`config.mk`:
```
export PLATFORM = sky130hd
export DESIGN_NAME = irpc_top
export DESIGN_NICKNAME = d
export VERILOG_FILES = /design/src/irpc_pkg.sv /design/src/irpc_top.sv
export SDC_FILE = /design/constraint.sdc
export NUM_CORES = 1
export LEC_CHECK = 0
export ABC_AREA = 1
export BUFFER_PORTS_ARGS = -buffer_cell sky130_fd_sc_hd__buf_2
export CORE_MARGIN = 4
export CORE_UTILIZATION = 50
export DETAILED_ROUTE_END_ITERATION = 16
export PLACE_DENSITY = 0.83
export SLEW_MARGIN = 10
export SYNTH_ARGS = -nofsm -noshare
export SYNTH_HDL_FRONTEND = slang
export SYNTH_SLANG_ARGS = --single-unit
```
`constraint.sdc`:
```
create_clock -name aclk -period 3.4 [get_ports aclk]
set_clock_uncertainty 0.15 [all_clocks]
set_input_delay 0.17 -clock aclk [delete_from_list [all_inputs] [get_ports aclk]]
set_output_delay 0.17 -clock aclk [all_outputs]
set_load 0.01 [all_outputs]
```
`src/irpc_pkg.sv`:
```
// shared constants and types for the interrupt request and priority control block
package irpc_pkg;

  localparam int unsigned AXI_ADDR_W = 8;
  localparam int unsigned AXI_DATA_W = 32;

  // register byte addresses
  localparam logic [AXI_ADDR_W-1:0] OFS_LONGWORD = 8'h00;
  localparam logic [AXI_ADDR_W-1:0] OFS_STATUS = 8'h04;
  localparam logic [AXI_ADDR_W-1:0] OFS_REQUESTS = 8'h08;

  localparam logic [1:0] RESP_OKAY = 2'h0;
  localparam logic [1:0] RESP_SLVERR = 2'h2;

  // processor status longword fields
  localparam int unsigned LEVEL_LSB = 0;
  localparam int unsigned LEVEL_W = 5;
  localparam int unsigned TRACE_ENABLE_BIT = 5;
  localparam int unsigned TRACE_PENDING_BIT = 6;
  localparam logic [LEVEL_W-1:0] LEVEL_RESET = 5'h00;

  // status register fields
  localparam int unsigned STAT_ID_LSB = 0;
  localparam int unsigned STAT_FLAG_BIT = 4;
  localparam int unsigned STAT_CODE_LSB = 5;
  localparam int unsigned STAT_DMASK_BIT = 8;
  localparam int unsigned STAT_STALL_BIT = 9;

  localparam int unsigned ID_W = 4;
  localparam int unsigned CODE_W = 3;
  localparam int unsigned ID_HALT_BIT = 3;

  // encoder input positions and codes
  localparam logic [CODE_W-1:0] CODE_NONE = 3'h0;
  localparam logic [CODE_W-1:0] CODE_LINE4 = 3'h1;
  localparam logic [CODE_W-1:0] CODE_ATTENTION = 3'h2;
  localparam logic [CODE_W-1:0] CODE_LINE5 = 3'h3;
  localparam logic [CODE_W-1:0] CODE_LINE6 = 3'h4;
  localparam logic [CODE_W-1:0] CODE_LINE7 = 3'h5;
  localparam logic [CODE_W-1:0] CODE_TIMER = 3'h6;
  localparam logic [CODE_W-1:0] CODE_PWR = 3'h7;

  // assigned priority levels
  localparam logic [LEVEL_W-1:0] LVL_NONE = 5'h00;
  localparam logic [LEVEL_W-1:0] LVL_PWR = 5'h1e;
  localparam logic [LEVEL_W-1:0] LVL_TIMER = 5'h18;
  localparam logic [LEVEL_W-1:0] LVL_LINE7 = 5'h17;
  localparam logic [LEVEL_W-1:0] LVL_LINE6 = 5'h16;
  localparam logic [LEVEL_W-1:0] LVL_LINE5 = 5'h15;
  localparam logic [LEVEL_W-1:0] LVL_ATTENTION = 5'h14;
  localparam logic [LEVEL_W-1:0] LVL_LINE4 = 5'h14;

  // function-2 field of the miscellaneous microinstruction
  localparam int unsigned FUNC2_W = 3;
  localparam logic [FUNC2_W-1:0] FUNC2_MASK_DISPATCH = 3'h1;
  localparam logic [FUNC2_W-1:0] FUNC2_MASK_HALT_TRACE = 3'h6;

  typedef struct packed {
    logic power_fail;
    logic interval_timer;
    logic bus_request_line7;
    logic bus_request_line6;
    logic bus_request_line5;
    logic console_attention_request;
    logic bus_request_line4;
    logic console_stop_request;
    logic fast_port;
  } irpc_req_type;

  localparam int unsigned REQ_W = $bits(irpc_req_type);

  typedef struct packed {
    logic misc_valid;
    logic [FUNC2_W-1:0] func2;
  } irpc_micro_type;

endpackage : irpc_pkg

```
`src/irpc_top.sv`:
```
// interrupt request register, priority encoder, identifier and flag control with AXI4-Lite view
//
// Decided for this implementation: the AXI4-Lite register port and the placing of the registers.
`timescale 1ns/10ps
module irpc_top
  import irpc_pkg::*;
(
  input wire logic aclk,
  input wire logic aresetn,
  // asynchronous request pins
  input wire irpc_req_type req_pins,
  // microsequencer side
  input wire irpc_micro_type micro,
  input wire logic stat_read_enable,
  input wire logic vector_collect,
  input wire logic vector_received,
  output logic processor_interrupt_flag,
  output logic dispatch_mask_flop,
  output logic fast_port_skip,
  output logic [ID_W-1:0] read_bus,
  output logic cpu_clock_stall,
  // AXI4-Lite slave
  input wire logic [AXI_ADDR_W-1:0] s_axi_awaddr,
  input wire logic s_axi_awvalid,
  output logic s_axi_awready,
  input wire logic [AXI_DATA_W-1:0] s_axi_wdata,
  input wire logic [AXI_DATA_W/8-1:0] s_axi_wstrb,
  input wire logic s_axi_wvalid,
  output logic s_axi_wready,
  output logic [1:0] s_axi_bresp,
  output logic s_axi_bvalid,
  input wire logic s_axi_bready,
  input wire logic [AXI_ADDR_W-1:0] s_axi_araddr,
  input wire logic s_axi_arvalid,
  output logic s_axi_arready,
  output logic [AXI_DATA_W-1:0] s_axi_rdata,
  output logic [1:0] s_axi_rresp,
  output logic s_axi_rvalid,
  input wire logic s_axi_rready
);

  // highest asserted input wins; input 7 outranks all
  function automatic logic [CODE_W-1:0] encode(input logic [7:1] lines);
    logic [CODE_W-1:0] code;
    code = CODE_NONE;
    for (int i = 1; i <= 7; i++) begin
      if (lines[i]) begin
        code = CODE_W'(i);
      end
    end
    return code;
  endfunction : encode

  function automatic logic [LEVEL_W-1:0] level_of(input logic [CODE_W-1:0] code);
    logic [LEVEL_W-1:0] lvl;
    case (code)
      CODE_PWR: lvl = LVL_PWR;
      CODE_TIMER: lvl = LVL_TIMER;
      CODE_LINE7: lvl = LVL_LINE7;
      CODE_LINE6: lvl = LVL_LINE6;
      CODE_LINE5: lvl = LVL_LINE5;
      CODE_ATTENTION: lvl = LVL_ATTENTION;
      CODE_LINE4: lvl = LVL_LINE4;
      default: lvl = LVL_NONE;
    endcase
    return lvl;
  endfunction : level_of

  irpc_req_type req_meta;
  irpc_req_type req_sync;
  logic [LEVEL_W-1:0] interrupt_priority_level;
  logic trace_enable;
  logic trace_pending_bit;
  logic [ID_W-1:0] id_flops;
  logic [CODE_W-1:0] enc_code;
  logic [7:1] enc_lines;
  logic level_wins;
  logic halt_trace_mask;
  logic trace_req;
  logic next_flag;

  // request register: pins pass two flops; a request is held only while its source drives it
  always_ff @(posedge aclk) begin
    if (!aresetn) begin
      req_meta <= '0;
      req_sync <= '0;
    end else begin
      req_meta <= req_pins;
      req_sync <= req_meta;
    end
  end

  always_comb begin
    enc_lines = {req_sync.power_fail, req_sync.interval_timer, req_sync.bus_request_line7,
                 req_sync.bus_request_line6, req_sync.bus_request_line5,
                 req_sync.console_attention_request, req_sync.bus_request_line4};
    enc_code = encode(enc_lines);
    // no assigned level reaches 1f, so that processor level shuts every level request out
    level_wins = (enc_code != CODE_NONE) && (level_of(enc_code) > interrupt_priority_level);
    halt_trace_mask = micro.misc_valid && (micro.func2 == FUNC2_MASK_HALT_TRACE);
    trace_req = (trace_enable || trace_pending_bit) && !halt_trace_mask;
    // a held halt identifier must not raise the flag while the mask is applied
    next_flag = req_sync.fast_port || trace_req || (id_flops[CODE_W-1:0] != '0)
                || (id_flops[ID_HALT_BIT] && !halt_trace_mask);
  end

  // identifier flops: reloaded every microcycle so they drop once the cause is serviced
  always_ff @(posedge aclk) begin
    if (!aresetn) begin
      id_flops <= '0;
    end else begin
      id_flops[CODE_W-1:0] <= level_wins ? enc_code : CODE_NONE;
      id_flops[ID_HALT_BIT] <= req_sync.console_stop_request && !halt_trace_mask;
    end
  end

  always_ff @(posedge aclk) begin
    if (!aresetn) begin
      processor_interrupt_flag <= 1'b0;
    end else begin
      processor_interrupt_flag <= next_flag;
    end
  end

  // dispatch mask lives one microcycle; the sequencer reissues it before each masked decode
  always_ff @(posedge aclk) begin
    if (!aresetn) begin
      dispatch_mask_flop <= 1'b0;
    end else begin
      dispatch_mask_flop <= micro.misc_valid && (micro.func2 == FUNC2_MASK_DISPATCH);
    end
  end

  always_ff @(posedge aclk) begin
    if (!aresetn) begin
      fast_port_skip <= 1'b0;
    end else begin
      fast_port_skip <= req_sync.fast_port;
    end
  end

  always_ff @(posedge aclk) begin
    if (!aresetn) begin
      read_bus <= '0;
    end else begin
      read_bus <= stat_read_enable ? ~id_flops : '0;
    end
  end

  // stall holds until the memory controller has the vector
  always_ff @(posedge aclk) begin
    if (!aresetn) begin
      cpu_clock_stall <= 1'b0;
    end else begin
      cpu_clock_stall <= vector_collect && !vector_received;
    end
  end

  // AXI4-Lite write path: address and data accepted in either order, then one response
  logic [AXI_ADDR_W-1:0] wr_addr;
  logic [AXI_DATA_W-1:0] wr_data;
  logic [AXI_DATA_W/8-1:0] wr_strb;
  logic aw_held;
  logic w_held;
  logic wr_fire;

  assign wr_fire = aw_held && w_held && !s_axi_bvalid;

  always_ff @(posedge aclk) begin
    if (!aresetn) begin
      aw_held <= 1'b0;
      wr_addr <= '0;
      s_axi_awready <= 1'b0;
    end else begin
      s_axi_awready <= !aw_held && !s_axi_awready;
      if (s_axi_awvalid && s_axi_awready) begin
        aw_held <= 1'b1;
        wr_addr <= s_axi_awaddr;
        s_axi_awready <= 1'b0;
      end else if (wr_fire) begin
        aw_held <= 1'b0;
      end
    end
  end

  always_ff @(posedge aclk) begin
    if (!aresetn) begin
      w_held <= 1'b0;
      wr_data <= '0;
      wr_strb <= '0;
      s_axi_wready <= 1'b0;
    end else begin
      s_axi_wready <= !w_held && !s_axi_wready;
      if (s_axi_wvalid && s_axi_wready) begin
        w_held <= 1'b1;
        wr_data <= s_axi_wdata;
        wr_strb <= s_axi_wstrb;
        s_axi_wready <= 1'b0;
      end else if (wr_fire) begin
        w_held <= 1'b0;
      end
    end
  end

  always_ff @(posedge aclk) begin
    if (!aresetn) begin
      s_axi_bvalid <= 1'b0;
      s_axi_bresp <= RESP_OKAY;
    end else if (wr_fire) begin
      s_axi_bvalid <= 1'b1;
      s_axi_bresp <= (wr_addr == OFS_LONGWORD) ? RESP_OKAY : RESP_SLVERR;
    end else if (s_axi_bready) begin
      s_axi_bvalid <= 1'b0;
    end
  end

  // software-owned processor level and trace bits; only byte lane 0 carries fields
  always_ff @(posedge aclk) begin
    if (!aresetn) begin
      interrupt_priority_level <= LEVEL_RESET;
      trace_enable <= 1'b0;
      trace_pending_bit <= 1'b0;
    end else if (wr_fire && (wr_addr == OFS_LONGWORD) && wr_strb[0]) begin
      interrupt_priority_level <= wr_data[LEVEL_LSB +: LEVEL_W];
      trace_enable <= wr_data[TRACE_ENABLE_BIT];
      trace_pending_bit <= wr_data[TRACE_PENDING_BIT];
    end
  end

  // AXI4-Lite read path: one read at a time, answered the cycle after the address is taken
  logic [AXI_DATA_W-1:0] rd_word;
  logic rd_hit;

  always_comb begin
    rd_word = '0;
    rd_hit = 1'b1;
    case (s_axi_araddr)
      OFS_LONGWORD: begin
        rd_word[LEVEL_LSB +: LEVEL_W] = interrupt_priority_level;
        rd_word[TRACE_ENABLE_BIT] = trace_enable;
        rd_word[TRACE_PENDING_BIT] = trace_pending_bit;
      end
      OFS_STATUS: begin
        rd_word[STAT_ID_LSB +: ID_W] = id_flops;
        rd_word[STAT_FLAG_BIT] = processor_interrupt_flag;
        rd_word[STAT_CODE_LSB +: CODE_W] = enc_code;
        rd_word[STAT_DMASK_BIT] = dispatch_mask_flop;
        rd_word[STAT_STALL_BIT] = cpu_clock_stall;
      end
      OFS_REQUESTS: begin
        rd_word[REQ_W-1:0] = req_sync;
      end
      default: begin
        rd_hit = 1'b0;
      end
    endcase
  end

  always_ff @(posedge aclk) begin
    if (!aresetn) begin
      s_axi_arready <= 1'b0;
      s_axi_rvalid <= 1'b0;
      s_axi_rdata <= '0;
      s_axi_rresp <= RESP_OKAY;
    end else begin
      s_axi_arready <= !s_axi_rvalid && !s_axi_arready;
      if (s_axi_arvalid && s_axi_arready) begin
        s_axi_arready <= 1'b0;
        s_axi_rvalid <= 1'b1;
        s_axi_rdata <= rd_word;
        s_axi_rresp <= rd_hit ? RESP_OKAY : RESP_SLVERR;
      end else if (s_axi_rvalid && s_axi_rready) begin
        s_axi_rvalid <= 1'b0;
      end
    end
  end

endmodule : irpc_top

```
Word level (Yosys, flattened, before mapping). Index checks and enable logic that the tools add are counted.

Bits in registers: 74. Input port bits: 75. Logic and storage cells: 122.

$lt $le $gt $ge: 1. Equality and inequality tests: 11. Mux-type cells: 21. Bitwise gates (word level): 2. Reductions and logical operators: 46.

Operators with widths (count): $pmux 5 s6 (1); $pmux 7 s3 (1); $logic_and 1x1->1 (18); $mux 3 (6); $logic_not 8->1 (2); $eq 3x3->1 const B (5); $mux 1 (10); $logic_not 1->1 (9); $eq 8x3->1 const B (1); $eq 8x4->1 const B (1); $reduce_bool 2->1 (4); $reduce_or 2->1 (4); $eq 3x1->1 const B (2); $eq 3x2->1 const B (2); $reduce_bool 3->1 (2); $gt 5x5->1 (1); $logic_or 1x1->1 (4); $mux 2 (2); $not 4->4 (1); $pmux 2 s2 (1); $reduce_and 2->1 (2); $reduce_or 3->1 (1); $not 1->1 (1).

Depth between registers and ports, before layout. Gate-level depths: netlist of the first run.

Depth in word-level cells: 13. Mapped depth: 16. Gate-level depth less buffers: 16.

Worst setup path after synthesis of the first run. OpenSTA, ideal clock, no wires.

Path type: register to register. From: register req_sync, in the netlist enc_lines[6]. To: register id_flops[0]. Data arrival time: 1575 ps. Data required time: 3135 ps. Slack: 1560 ps. Stages on the path, launching flop included: 12. Path buffers: 0. Clock period less this slack: 1840 ps. Cell sequence: dfxtp_1 -> nor2_1 -> nand2_1 -> nor2_1 -> o21ai_0 -> ha_1 -> nand2_1 -> inv_1 -> o21ai_0 -> o211ai_1 -> nand4_1 -> nor2_1.

Longest elaborated chain between the ends: 8. Elaborated cells between the ends (all ways): 15. Classes of those cells: 1 x order compare; 7 x eq/ne; 3 x mux; 4 x reduce/logical.

Ends and longest elaborated chain: start, declared (RTL line irpc_top.sv:70) `irpc_req_type req_sync;`; start signal, assigned (RTL line irpc_top.sv:89) `req_sync <= req_meta;`; $mux 3 * (2 in series) (RTL line irpc_top.sv:47) `if (lines[i]) begin`; $eq 3x1->1 / $eq 3x2->1 (equally long branches) (RTL line irpc_top.sv:56) `case (code)`; $reduce_or 2->1 (no source line); $pmux 5 s6 (RTL line irpc_top.sv:56); $gt 5x5->1 (RTL line irpc_top.sv:99) `level_wins = (enc_code != CODE_NONE) && (level_of(enc_code) > interrupt_priority_level);`; $logic_and 1x1->1 (RTL line irpc_top.sv:99); $reduce_and 2->1 (no source line); end signal, assigned by index (RTL line irpc_top.sv:112) `id_flops[CODE_W-1:0] <= level_wins ? enc_code : CODE_NONE;`; end signal, assigned by index (RTL line irpc_top.sv:113) `id_flops[ID_HALT_BIT] <= req_sync.console_stop_request && !halt_trace_mask;`; end, declared (RTL line irpc_top.sv:74) `logic [ID_W-1:0] id_flops;`.

Every way passes the cells marked *; elsewhere a longest branch is shown, timed or not. A chain may end at the register's enable or synchronous reset.

Final worst setup path of the first run.
From: register req_sync, in the netlist enc_lines[6]. To: register id_flops[2].

The elaborated chain is that of the path after synthesis.

==> flow_metrics.env, run 1 <==
export IMPL_status="complete, no violations"
export IMPL_fin_area_um2=3870
export IMPL_synth_edf_count=0
export IMPL_crit_fanout=4
export IMPL_grt_max_degree=51
export IMPL_layout_drive_gt1_share_pct=20.2
export IMPL_rsz0062_at_grt="no"
export IMPL_holdPathStages=4
export IMPL_layout_common_cells="nand2_1 (74), dfxtp_1 (72), buf_2 (71)"
export IMPL_cts_root_buf="clkbuf_8"
export IMPL_min_from="micro[3]"
export IMPL_max_stage_delay_ns=0.31
export IMPL_hpwl_mm=4.40
export IMPL_routed_via_density=4.71
export IMPL_switching_share_pct=23.4
export IMPL_cts_path_max_buffers=2
export IMPL_num_fill_cells=469
export IMPL_power_total_mw=1.94
export IMPL_setup_tns_ns=0
export IMPL_rows=27
export IMPL_cts_clk_slew_worst_paths_ns=0.07
export IMPL_ir_drop_uv=311
export IMPL_die_h_um=85.0
export IMPL_start_util_pct=52.6
export IMPL_cts_tree="done"
export IMPL_maxSlewHeadroom_pct=62.4
export IMPL_r2r_end="id_flops[2]"
export IMPL_synth_async_reset_ratio_pct=0
export IMPL_multi_input_area_um2=1190
export IMPL_critPathTopFamily="simple AND/OR/NAND/NOR gates"
export IMPL_nNetsFinal=574
export IMPL_pwr_density_cell_nw_per_um2=502
export IMPL_period_needed_ns=2.17
export IMPL_hold_viol=0
export IMPL_synthCells=386
export IMPL_clock_sinks=72
export IMPL_drtIter0Drc=140
export IMPL_slowest_stage="dfxtp_1"
export IMPL_grt_pass1_wl_mm=11.3
export IMPL_arrival_ns=2.30
export IMPL_worstPathRequired_ns=3.53
export IMPL_gp_congestion=0.926
export IMPL_drc=0
export IMPL_crit_chain="nor2_1 -> nand2_1 -> nor2_1 -> nand2_1 -> ha_1 -> nand2_1 -> inv_1 -> nand3_1 -> o211ai_1 -> nand4_1 -> nor2_1"
export IMPL_synth_top_area_share_pct=48.6
export IMPL_layout_commonest_cell="nand2_1"
export IMPL_p_leak_nw=1.94
export IMPL_rr_worst_depth=11
export IMPL_yosys_top_cells_area="dfxtp_1 (49%), nand2_1 (9.4%), nor2_1 (6.7%)"
export IMPL_drtPass1Iterations=5
export IMPL_seqPwrFrac_pct=46.9
export IMPL_hold_end="id_flops[3]"
export IMPL_routedWlPerCell_um=11.9
export IMPL_ys_ff_latch=72
export IMPL_seq_area_um2=1440
export IMPL_cts_resized=0
export IMPL_grt_pass1_vias=2654
export IMPL_htree_levels=3
export IMPL_portBuffers=71
export IMPL_slew_viol_final=0
export IMPL_fin_crit_sh_pct=63.9
export IMPL_grt_total_usage_pct=19.6
export IMPL_yosysSeqAreaShare_pct=48.6
export IMPL_cap_violations=0
export IMPL_antenna_found_initial=0
export IMPL_core_um2=5640
export IMPL_die_area_um2=7230
export IMPL_finalSetupViolCount=0
export IMPL_die_x_um=85.0
export IMPL_worstMarginPinSlew_ns=0.561
export IMPL_cts_made_buffers=9
export IMPL_synthToLayoutAreaGrowth_pct=30.5
export IMPL_switching_power_mw=0.456
export IMPL_antenna_left=0
export IMPL_num_antenna_cells=0
export IMPL_yosysWarnings=0
export IMPL_min_path_type="input port to flop"
export IMPL_routed_wl_mm=6.82
export IMPL_yosysTopAreaCell="dfxtp_1"
export IMPL_crit_type="flop to flop"
export IMPL_r2r_slack_ns=1.23
export IMPL_synth_area_um2=2970
export IMPL_vias=2689
export IMPL_syn_avg_cell_area_um2=7.69
export IMPL_r2r_start="enc_lines[6]"
export IMPL_ctsHoldBuffers=34
export IMPL_path_buf_inv=1
export IMPL_synthFlopType="dfxtp_1"
export IMPL_grt_remaining_overflow=0
export IMPL_synth_cell_types=32
export IMPL_max_freq_ghz=0.460
export IMPL_cp_end_kind="flop"
export IMPL_cellInternalPower_mw=1.49
export IMPL_startpoint_type="flop"
export IMPL_cts_setup_buffers=0
export IMPL_clk_latency_ns=0.34
export IMPL_io_pins=124
export IMPL_place_area_um2=3290
export IMPL_p_comb_share_pct=11.1
export IMPL_clkPwrFrac_pct=42.0
through the flow:
stage,cells,hold WS (ns),utilization [%],setup WS [ns]
final,571,0.107,68.6,1.23
after global routing,571,0.0937,68.6,0.957
after CTS,571,0.0683,68.6,1.25
after detailed placement,521,0.189,58.2,1.30
after global placement,521,0.196,58.2,1.41
after floorplan,409,0.0915,-,1.56
power groups by stage:
stage	registers, mW	logic, mW	clock network, mW
after floorplan	0.931	0.136	0
after global placement	0.929	0.176	0
after detailed placement	0.930	0.183	0
after CTS	0.912	0.213	0.820
after global routing	0.916	0.247	0.862
final	0.912	0.216	0.816
per-layer routing:
| layer | global-route usage, % | routed length [µm] | vias to the layer above |
|---|---|---|---|
| met5 | 0 | 0 | - |
| met4 | 8.06 | 121 | 0 |
| met3 | 5.63 | 505 | 14 |
| met2 | 34.5 | 3450 | 104 |
| met1 | 21.9 | 2750 | 1190 |
| li1 | - | - | 1381 |
kinds of logic after synthesis:
family	count (synthesis)	share of synthesized area [%]
AO/OA/AOI/OAI	64	11.6
buffers and inverters	85	14.1
adder cells (fa/ha/maj)	5	2.11
flip-flops	72	48.6
other	1	0.126
AND/OR/NAND/NOR	159	23.4
worst min-delay path, cell delays in order:
cell,delay [ns]
buf_2,0.09
nand3_1,0.17
nand2_1,0.10
nor2_1,0.03
flip-flops by register name (all words and copies together) (netlist names), 2 cells and up:
name / cells
interrupt_priority_level: 5
read_bus: 4
wr_addr: 8
wr_data: 7
enc_lines: 7
req_meta: 9
req_sync: 2
id_flops: 4
s_axi_rdata: 10
cell usage after synthesis, types with 2 or more instances:
master and n:
buf_4 24, a21oi_1 22, nor2_2 2, nor2_4 2, nand2_1 74, nand3_1 11, buf_2 2, dfxtp_1 72
clkbuf_1 5, inv_1 51, nor3_1 7, nand2_2 2, nor3_4 2, o21ai_1 5, nor2_1 53, a21oi_2 2
a211oi_1 2, nand4_1 2, ha_1 5, o21ai_0 29
worst max path at each step:
stage | slack, ns | depth (start not counted) | start | end
after global routing | 0.96 | 11 | enc_lines[6] | id_flops[2]
final | 1.23 | 11 | enc_lines[6] | id_flops[2]
after floorplan | 1.56 | 11 | enc_lines[6] | id_flops[0]
after detailed placement | 1.30 | 16 | enc_lines[2] | id_flops[2]
after global placement | 1.41 | 16 | enc_lines[2] | id_flops[0]
after CTS | 1.25 | 16 | enc_lines[2] | id_flops[2]
layout make-up:
cell class | count | area share [%]
tap | 72 | 2.33
clock inverter | 5 | 2.68
timing repair buffer | 106 | 18.2
clock buffer | 11 | 3.65
multi-input combinational | 252 | 30.8
inverter | 53 | 5.14
sequential | 72 | 37.2
(Power assumes the default switching activity.)
==> run 2: changes to the inputs <==
--- a/config.mk
+++ b/config.mk
@@ -8,9 +8,9 @@
 export ABC_AREA = 1
 export BUFFER_PORTS_ARGS = -buffer_cell sky130_fd_sc_hd__buf_2
 export CORE_MARGIN = 4
-export CORE_UTILIZATION = 50
+export CORE_UTILIZATION = 43
 export DETAILED_ROUTE_END_ITERATION = 16
-export PLACE_DENSITY = 0.83
+export PLACE_DENSITY = 0.76
 export SLEW_MARGIN = 10
 export SYNTH_ARGS = -nofsm -noshare
 export SYNTH_HDL_FRONTEND = slang
==> constraint.sdc (replaced) <==
create_clock -name aclk -period 1.75 [get_ports aclk]
set_clock_uncertainty 0.15 [all_clocks]
set_input_delay 0.0875 -clock aclk [delete_from_list [all_inputs] [get_ports aclk]]
set_output_delay 0.0875 -clock aclk [all_outputs]
set_load 0.01 [all_outputs]
==> run 2 against run 1 <==
  * Core utilization fell by 9.8 points
  * Sequential power rose by 94%
  * Critical path type unchanged
  * Worst hold slack got worse by 0.091 ns
  * Global-route usage fell by 2.9 points
  * Final cell count rose by 2.6%
  * Highest routed layer unchanged
  * The flow now finishes with violations (setup timing)
  * Combinational power rose by 110%
==> flow_metrics.env, run 2 (synthesis gave the netlist of run 1 again) <==
export IMPL_holdPathStages=5
export IMPL_worstMarginPinSlew_ns=0.508
export IMPL_clk_latency_ns=0.34
export IMPL_top_register="s_axi_rdata"
export IMPL_ir_drop_uv=530
export IMPL_grt_total_usage_pct=16.7
export IMPL_r2r_end="id_flops[0]"
export IMPL_gp_congestion=0.860
export IMPL_drc=0
export IMPL_p_leak_nw=1.98
export IMPL_crit_fanout=4
export IMPL_reg_top3="s_axi_rdata (10), req_meta (9), wr_addr (8)"
export IMPL_grt_remaining_overflow=0
export IMPL_min_path_type="input port to flop"
export IMPL_htree_levels=3
export IMPL_antenna_found_initial=0
export IMPL_die_h_um=91.1
export IMPL_rows=30
export IMPL_cts_path_max_buffers=2
export IMPL_cts_made_buffers=9
export IMPL_hpwl_mm=4.83
export IMPL_routed_via_density=4.56
export IMPL_power_total_mw=3.75
export IMPL_fin_crit_sh_pct=109
export IMPL_core_um2=6760
export IMPL_post_layout_nonfiller_instances=586
export IMPL_place_area_um2=3370
export IMPL_drtIter0Drc=77
export IMPL_r2r_start="enc_lines[2]"
export IMPL_num_antenna_cells=0
export IMPL_cp_end_kind="flop"
export IMPL_worstPathRequired_ns=1.83
export IMPL_grt_max_degree=50
export IMPL_io_pins=124
export IMPL_slew_viol_final=0
export IMPL_r2r_slack_ns=-0.17
export IMPL_routed_wl_mm=6.72
export IMPL_cp_startpoint="enc_lines[2]"
export IMPL_layout_common_cells="nand2_1 (71), buf_2 (71), dfxtp_1 (70)"
export IMPL_cts_setup_buffers=0
export IMPL_period_needed_ns=1.92
export IMPL_min_from="micro[0]"
export IMPL_cts_clk_slew_worst_paths_ns=0.07
export IMPL_startpoint_type="flop"
export IMPL_crit_type="flop to flop"
export IMPL_largest_reg_flops=10
export IMPL_grt_pass1_vias=2590
export IMPL_hold_viol=0
export IMPL_synthToLayoutAreaGrowth_pct=34.0
export IMPL_drtPass1Iterations=4
export IMPL_nNetsFinal=581
export IMPL_rsz0062_at_grt="yes"
export IMPL_timing_final_ws_setup_ns=-0.166
export IMPL_setup_tns_ns=-0.470
export IMPL_grt_pass1_wl_mm=11.3
export IMPL_arrival_ns=1.99
export IMPL_start_util_pct=43.9
export IMPL_dp_cells=535
export IMPL_cap_violations=0
export IMPL_cts_tree="done"
export IMPL_max_freq_ghz=0.522
export IMPL_pwr_density_cell_nw_per_um2=944
export IMPL_die_area_um2=8290
export IMPL_maxSlewHeadroom_pct=66.0
export IMPL_hold_end="id_flops[3]"
export IMPL_routedWlPerCell_um=11.5
export IMPL_rr_worst_depth=16
export IMPL_finalSetupViolCount=3
export IMPL_fin_area_um2=3980
export IMPL_vias=2675
export IMPL_cts_root_buf="clkbuf_8"
export IMPL_clock_sinks=72
export IMPL_die_x_um=91.1
export IMPL_layout_drive_gt1_share_pct=23.7
export IMPL_portBuffers=71
export IMPL_violations="setup timing"
export IMPL_antenna_left=0
export IMPL_status="finished, violations left"
## run 2: worst max-delay path by stage
stage	endpoint	slack (ns)	cells after the start
after floorplan	id_flops[1]	-0.02	16
after global placement	id_flops[1]	-0.11	16
after detailed placement	id_flops[1]	-0.17	16
after CTS	id_flops[1]	-0.16	16
after global routing	id_flops[0]	-0.36	16
final	id_flops[0]	-0.17	16
## run 2: metrics by stage
step                utilization, %  worst slack [ns]  hold WS (ns)
floorplan                        -           -0.0185       0.00901
global placement              49.9            -0.107        0.0947
detailed placement            49.9            -0.167        0.0990
CTS                           58.7            -0.156       0.00525
global route                  58.8            -0.357        0.0370
finish                        58.8            -0.166        0.0164
## run 2: layer usage
layer  GRT usage [%]  up-vias  wire length, µm
met1            18.7     1180             2810
met5               0        -                0
met2            29.2       85             3350
met4            9.05        0              209
li1                -     1391                -
met3            3.56       19              342
## run 2: timing repair
| item | in CTS | in global routing |
|---|---|---|
| setup endpoints to repair | 3 | 3 |
| pin swaps | 7 | 4 |
| hold buffers | 35 | 0 |
| hold endpoints to repair | 35 | 0 |
| gates resized for setup | 5 | 3 |
## run 2: critical path, cell delays in order (launching register included)
cell      delay (ns)
dfxtp_2         0.33
inv_2           0.03
nand2_1         0.04
nand2_1         0.05
nand2_1         0.06
nand2_1         0.04
nand2_1         0.06
nand2_2         0.07
inv_4           0.07
o21ai_2         0.05
ha_1            0.33
nand2_1         0.07
inv_1           0.04
o21ai_1         0.12
o211ai_1        0.11
nand4_1         0.12
nor2_1          0.07
## run 2: report_power, final
| group | switching, mW | internal (mW) | leakage, nW | total (mW) |
|---|---|---|---|---|
| sequential | 0.0506 | 1.72 | 0.591 | 1.77 |
| combinational | 0.247 | 0.207 | 1.27 | 0.454 |
| clock | 0.584 | 0.942 | 0.116 | 1.53 |
## run 2: final cells by class
| class | count | area (µm²) |
|---|---|---|
| Inverter | 53 | 201 |
| Clock inverter | 6 | 108 |
| Timing Repair Buffer | 113 | 758 |
| Sequential cell | 72 | 1440 |
| Multi-Input combinational cell | 252 | 1240 |
| Tap cell | 80 | 100 |
| Fill cell | 595 | 2780 |
| Clock buffer | 10 | 128 |
==> run 3: changes to the inputs <==
--- a/config.mk
+++ b/config.mk
@@ -11,6 +11,7 @@
 export CORE_UTILIZATION = 43
 export DETAILED_ROUTE_END_ITERATION = 16
 export PLACE_DENSITY = 0.76
+export RECOVER_POWER = 50
 export SLEW_MARGIN = 10
 export SYNTH_ARGS = -nofsm -noshare
 export SYNTH_HDL_FRONTEND = slang
==> run 3 against run 2 <==
  * The run still ends with setup timing left
  * Worst hold slack better by 0.00080 ns
  * Sequential power is essentially flat
  * Clock power is essentially flat
  * Flip-flop and latch count unchanged
  * Wire length is 0.48% higher
  * Non-clock buffer count is the same
  * Count of clock-buffer cells in the layout stayed put
  * First-iteration DRC count is 1.3% higher
  * Power fell by 0.13%
  * Critical endpoint unchanged
  * Highest routed layer unchanged
==> flow_metrics.env, run 3 (synthesis gave the netlist of run 1 again) <==
export IMPL_cap_violations=0
export IMPL_critPathTopFamily="simple AND/OR/NAND/NOR gates"
export IMPL_wl_met1_mm=2.82
export IMPL_status="finished, violations left"
export IMPL_multi_input_area_um2=1230
export IMPL_drc=0
export IMPL_routed_wl_mm=6.75
export IMPL_clk_latency_ns=0.34
export IMPL_worstMarginPinSlew_ns=0.521
export IMPL_drtIter0Drc=78
export IMPL_reg_top3="s_axi_rdata (10), req_meta (9), wr_addr (8)"
export IMPL_vias=2665
export IMPL_drtPass1Iterations=4
export IMPL_arrival_ns=1.99
export IMPL_highest_layer="met4"
export IMPL_gp_congestion=0.860
export IMPL_max_freq_ghz=0.522
export IMPL_cts_made_buffers=9
export IMPL_routedWlPerCell_um=11.5
export IMPL_die_x_um=91.1
export IMPL_layout_commonest_cell="nand2_1"
export IMPL_grt_max_degree=50
export IMPL_cp_end_kind="flop"
export IMPL_grt_remaining_overflow=0
export IMPL_die_h_um=91.1
export IMPL_hold_worst_slack_ns=0.0173
export IMPL_antenna_found_initial=0
export IMPL_hpwl_mm=4.83
export IMPL_antenna_left=0
export IMPL_htree_levels=3
export IMPL_routed_via_density=4.55
export IMPL_path_buf_inv=3
export IMPL_crit_fanout=4
export IMPL_setup_tns_ns=-0.470
export IMPL_r2r_end="id_flops[0]"
export IMPL_layout_common_cells="nand2_1 (71), dfxtp_1 (70), buf_2 (54)"
export IMPL_cts_root_buf="clkbuf_8"
export IMPL_seq_area_um2=1440
export IMPL_nNetsFinal=581
export IMPL_grt_total_usage_pct=16.7
export IMPL_layout_drive_gt1_share_pct=19.8
export IMPL_ir_drop_uv=530
export IMPL_grt_pass1_vias=2590
export IMPL_num_fill_cells=608
export IMPL_p_leak_nw=1.90
export IMPL_r2r_start="enc_lines[2]"
export IMPL_crit_chain="inv_2 -> nand2_1 -> nand2_1 -> nand2_1 -> nand2_1 -> nand2_1 -> nand2_2 -> inv_4 -> o21ai_2 -> ha_1 -> nand2_1 -> inv_1 -> o21ai_1 -> o211ai_1 -> nand4_1 -> nor2_1"
export IMPL_crit_type="flop to flop"
export IMPL_path_common_cell="nand2_1"
export IMPL_hold_end="id_flops[3]"
export IMPL_fin_crit_sh_pct=109
export IMPL_met2_wirelength_mm=3.40
export IMPL_die_area_um2=8290
export IMPL_period_needed_ns=1.92
export IMPL_start_util_pct=43.9
export IMPL_min_path_type="input port to flop"
export IMPL_r2r_slack_ns=-0.17
export IMPL_num_antenna_cells=0
export IMPL_slew_viol_final=0
export IMPL_maxSlewHeadroom_pct=65.1
export IMPL_min_from="micro[0]"
export IMPL_core_um2=6760
export IMPL_finalSetupViolCount=3
export IMPL_max_stage_delay_ns=0.33
export IMPL_io_pins=124
export IMPL_pre_cts_slack_ns=-0.167
export IMPL_rows=30
export IMPL_cts_path_max_buffers=2
export IMPL_violations="setup timing"
export IMPL_cts_clk_slew_worst_paths_ns=0.07
export IMPL_clock_sinks=72
export IMPL_top_register="s_axi_rdata"
export IMPL_portBuffers=71
export IMPL_slowest_stage="dfxtp_2"
export IMPL_timing_final_ws_setup_ns=-0.166
export IMPL_pwr_density_cell_nw_per_um2=950
export IMPL_rr_worst_depth=16
export IMPL_rsz0062_at_grt="yes"
export IMPL_worstPathRequired_ns=1.83
export IMPL_startpoint_type="flop"
export IMPL_synthToLayoutAreaGrowth_pct=32.9
export IMPL_largest_reg_flops=10
export IMPL_cts_tree="done"
export IMPL_hold_viol=0
export IMPL_dr_wl_met3_um=396
export IMPL_holdPathStages=5
export IMPL_grt_pass1_wl_mm=11.3
==> run 3: changes by cell type in the layout (fill, tap and decap cells not counted) <==
cell | previous run | this run
inv_2 | 3 | 2
buf_4 | 7 | 6
clkinv_1 | 1 | 2
nor2_1 | 51 | 52
buf_2 | 71 | 54
clkbuf_1 | 1 | 19
nor2_4 | 4 | 3
==> run 3: worst max path at each step <==
stage / from / end / slack, ns / depth (start not counted)
2_1_floorplan: enc_lines[2] / id_flops[1] / -0.02 / 16
3_3_place_gp: enc_lines[2] / id_flops[1] / -0.11 / 16
3_5_place_dp: enc_lines[2] / id_flops[1] / -0.17 / 16
4_1_cts: enc_lines[2] / id_flops[1] / -0.16 / 16
5_1_grt: enc_lines[2] / id_flops[0] / -0.36 / 16
6_report: enc_lines[2] / id_flops[0] / -0.17 / 16
==> run 3: worst min-delay path: cells and delay by family <==
family / cells / cell delay (ns)
and+or+nand+nor: 4 / 0.28
buffers and inverters: 1 / 0.09
==> run 3: layer usage <==
metal  vias to the layer above  global-route usage (%)
li1                       1390                       -
met1                      1178                    18.7
met5                         -                       0
met3                        14                    3.56
met4                         0                    9.05
met2                        83                    29.2
==> run 3: cell type report <==
type / instances / area share, %
Inverter: 53 / 5.11
Clock inverter: 6 / 2.73
Sequential cell: 72 / 36.6
Multi-Input combinational cell: 252 / 31.2
Tap cell: 80 / 2.54
Timing Repair Buffer: 113 / 18.6
Clock buffer: 10 / 3.24
==> run 3: where the power goes <==
part / total, mW / internal (mW) / switching, mW
clock: 1.53 / 0.942 / 0.586
sequential: 1.77 / 1.72 / 0.0508
combinational: 0.446 / 0.200 / 0.246
total: 3.75 / 2.86 / 0.882
==> run 3: repair_timing <==
action | CTS | global route
buffers inserted | 0 | 0
hold buffers | 35 | 0
pin swaps | 7 | 4
hold endpoints to repair | 35 | 0
setup endpoints to repair | 3 | 3
gates resized for setup | 5 | 3
==> run 3: stage by stage <==
stage               instances  power (mW)  utilization (%)  area, µm²
floorplan                 409        2.08                -       3080
global placement          535        2.18             49.9       3370
detailed placement        535        2.19             49.9       3370
CTS                       586        3.78             58.7       3960
global route              586        3.93             58.4       3940
finish                    586        3.75             58.4       3940
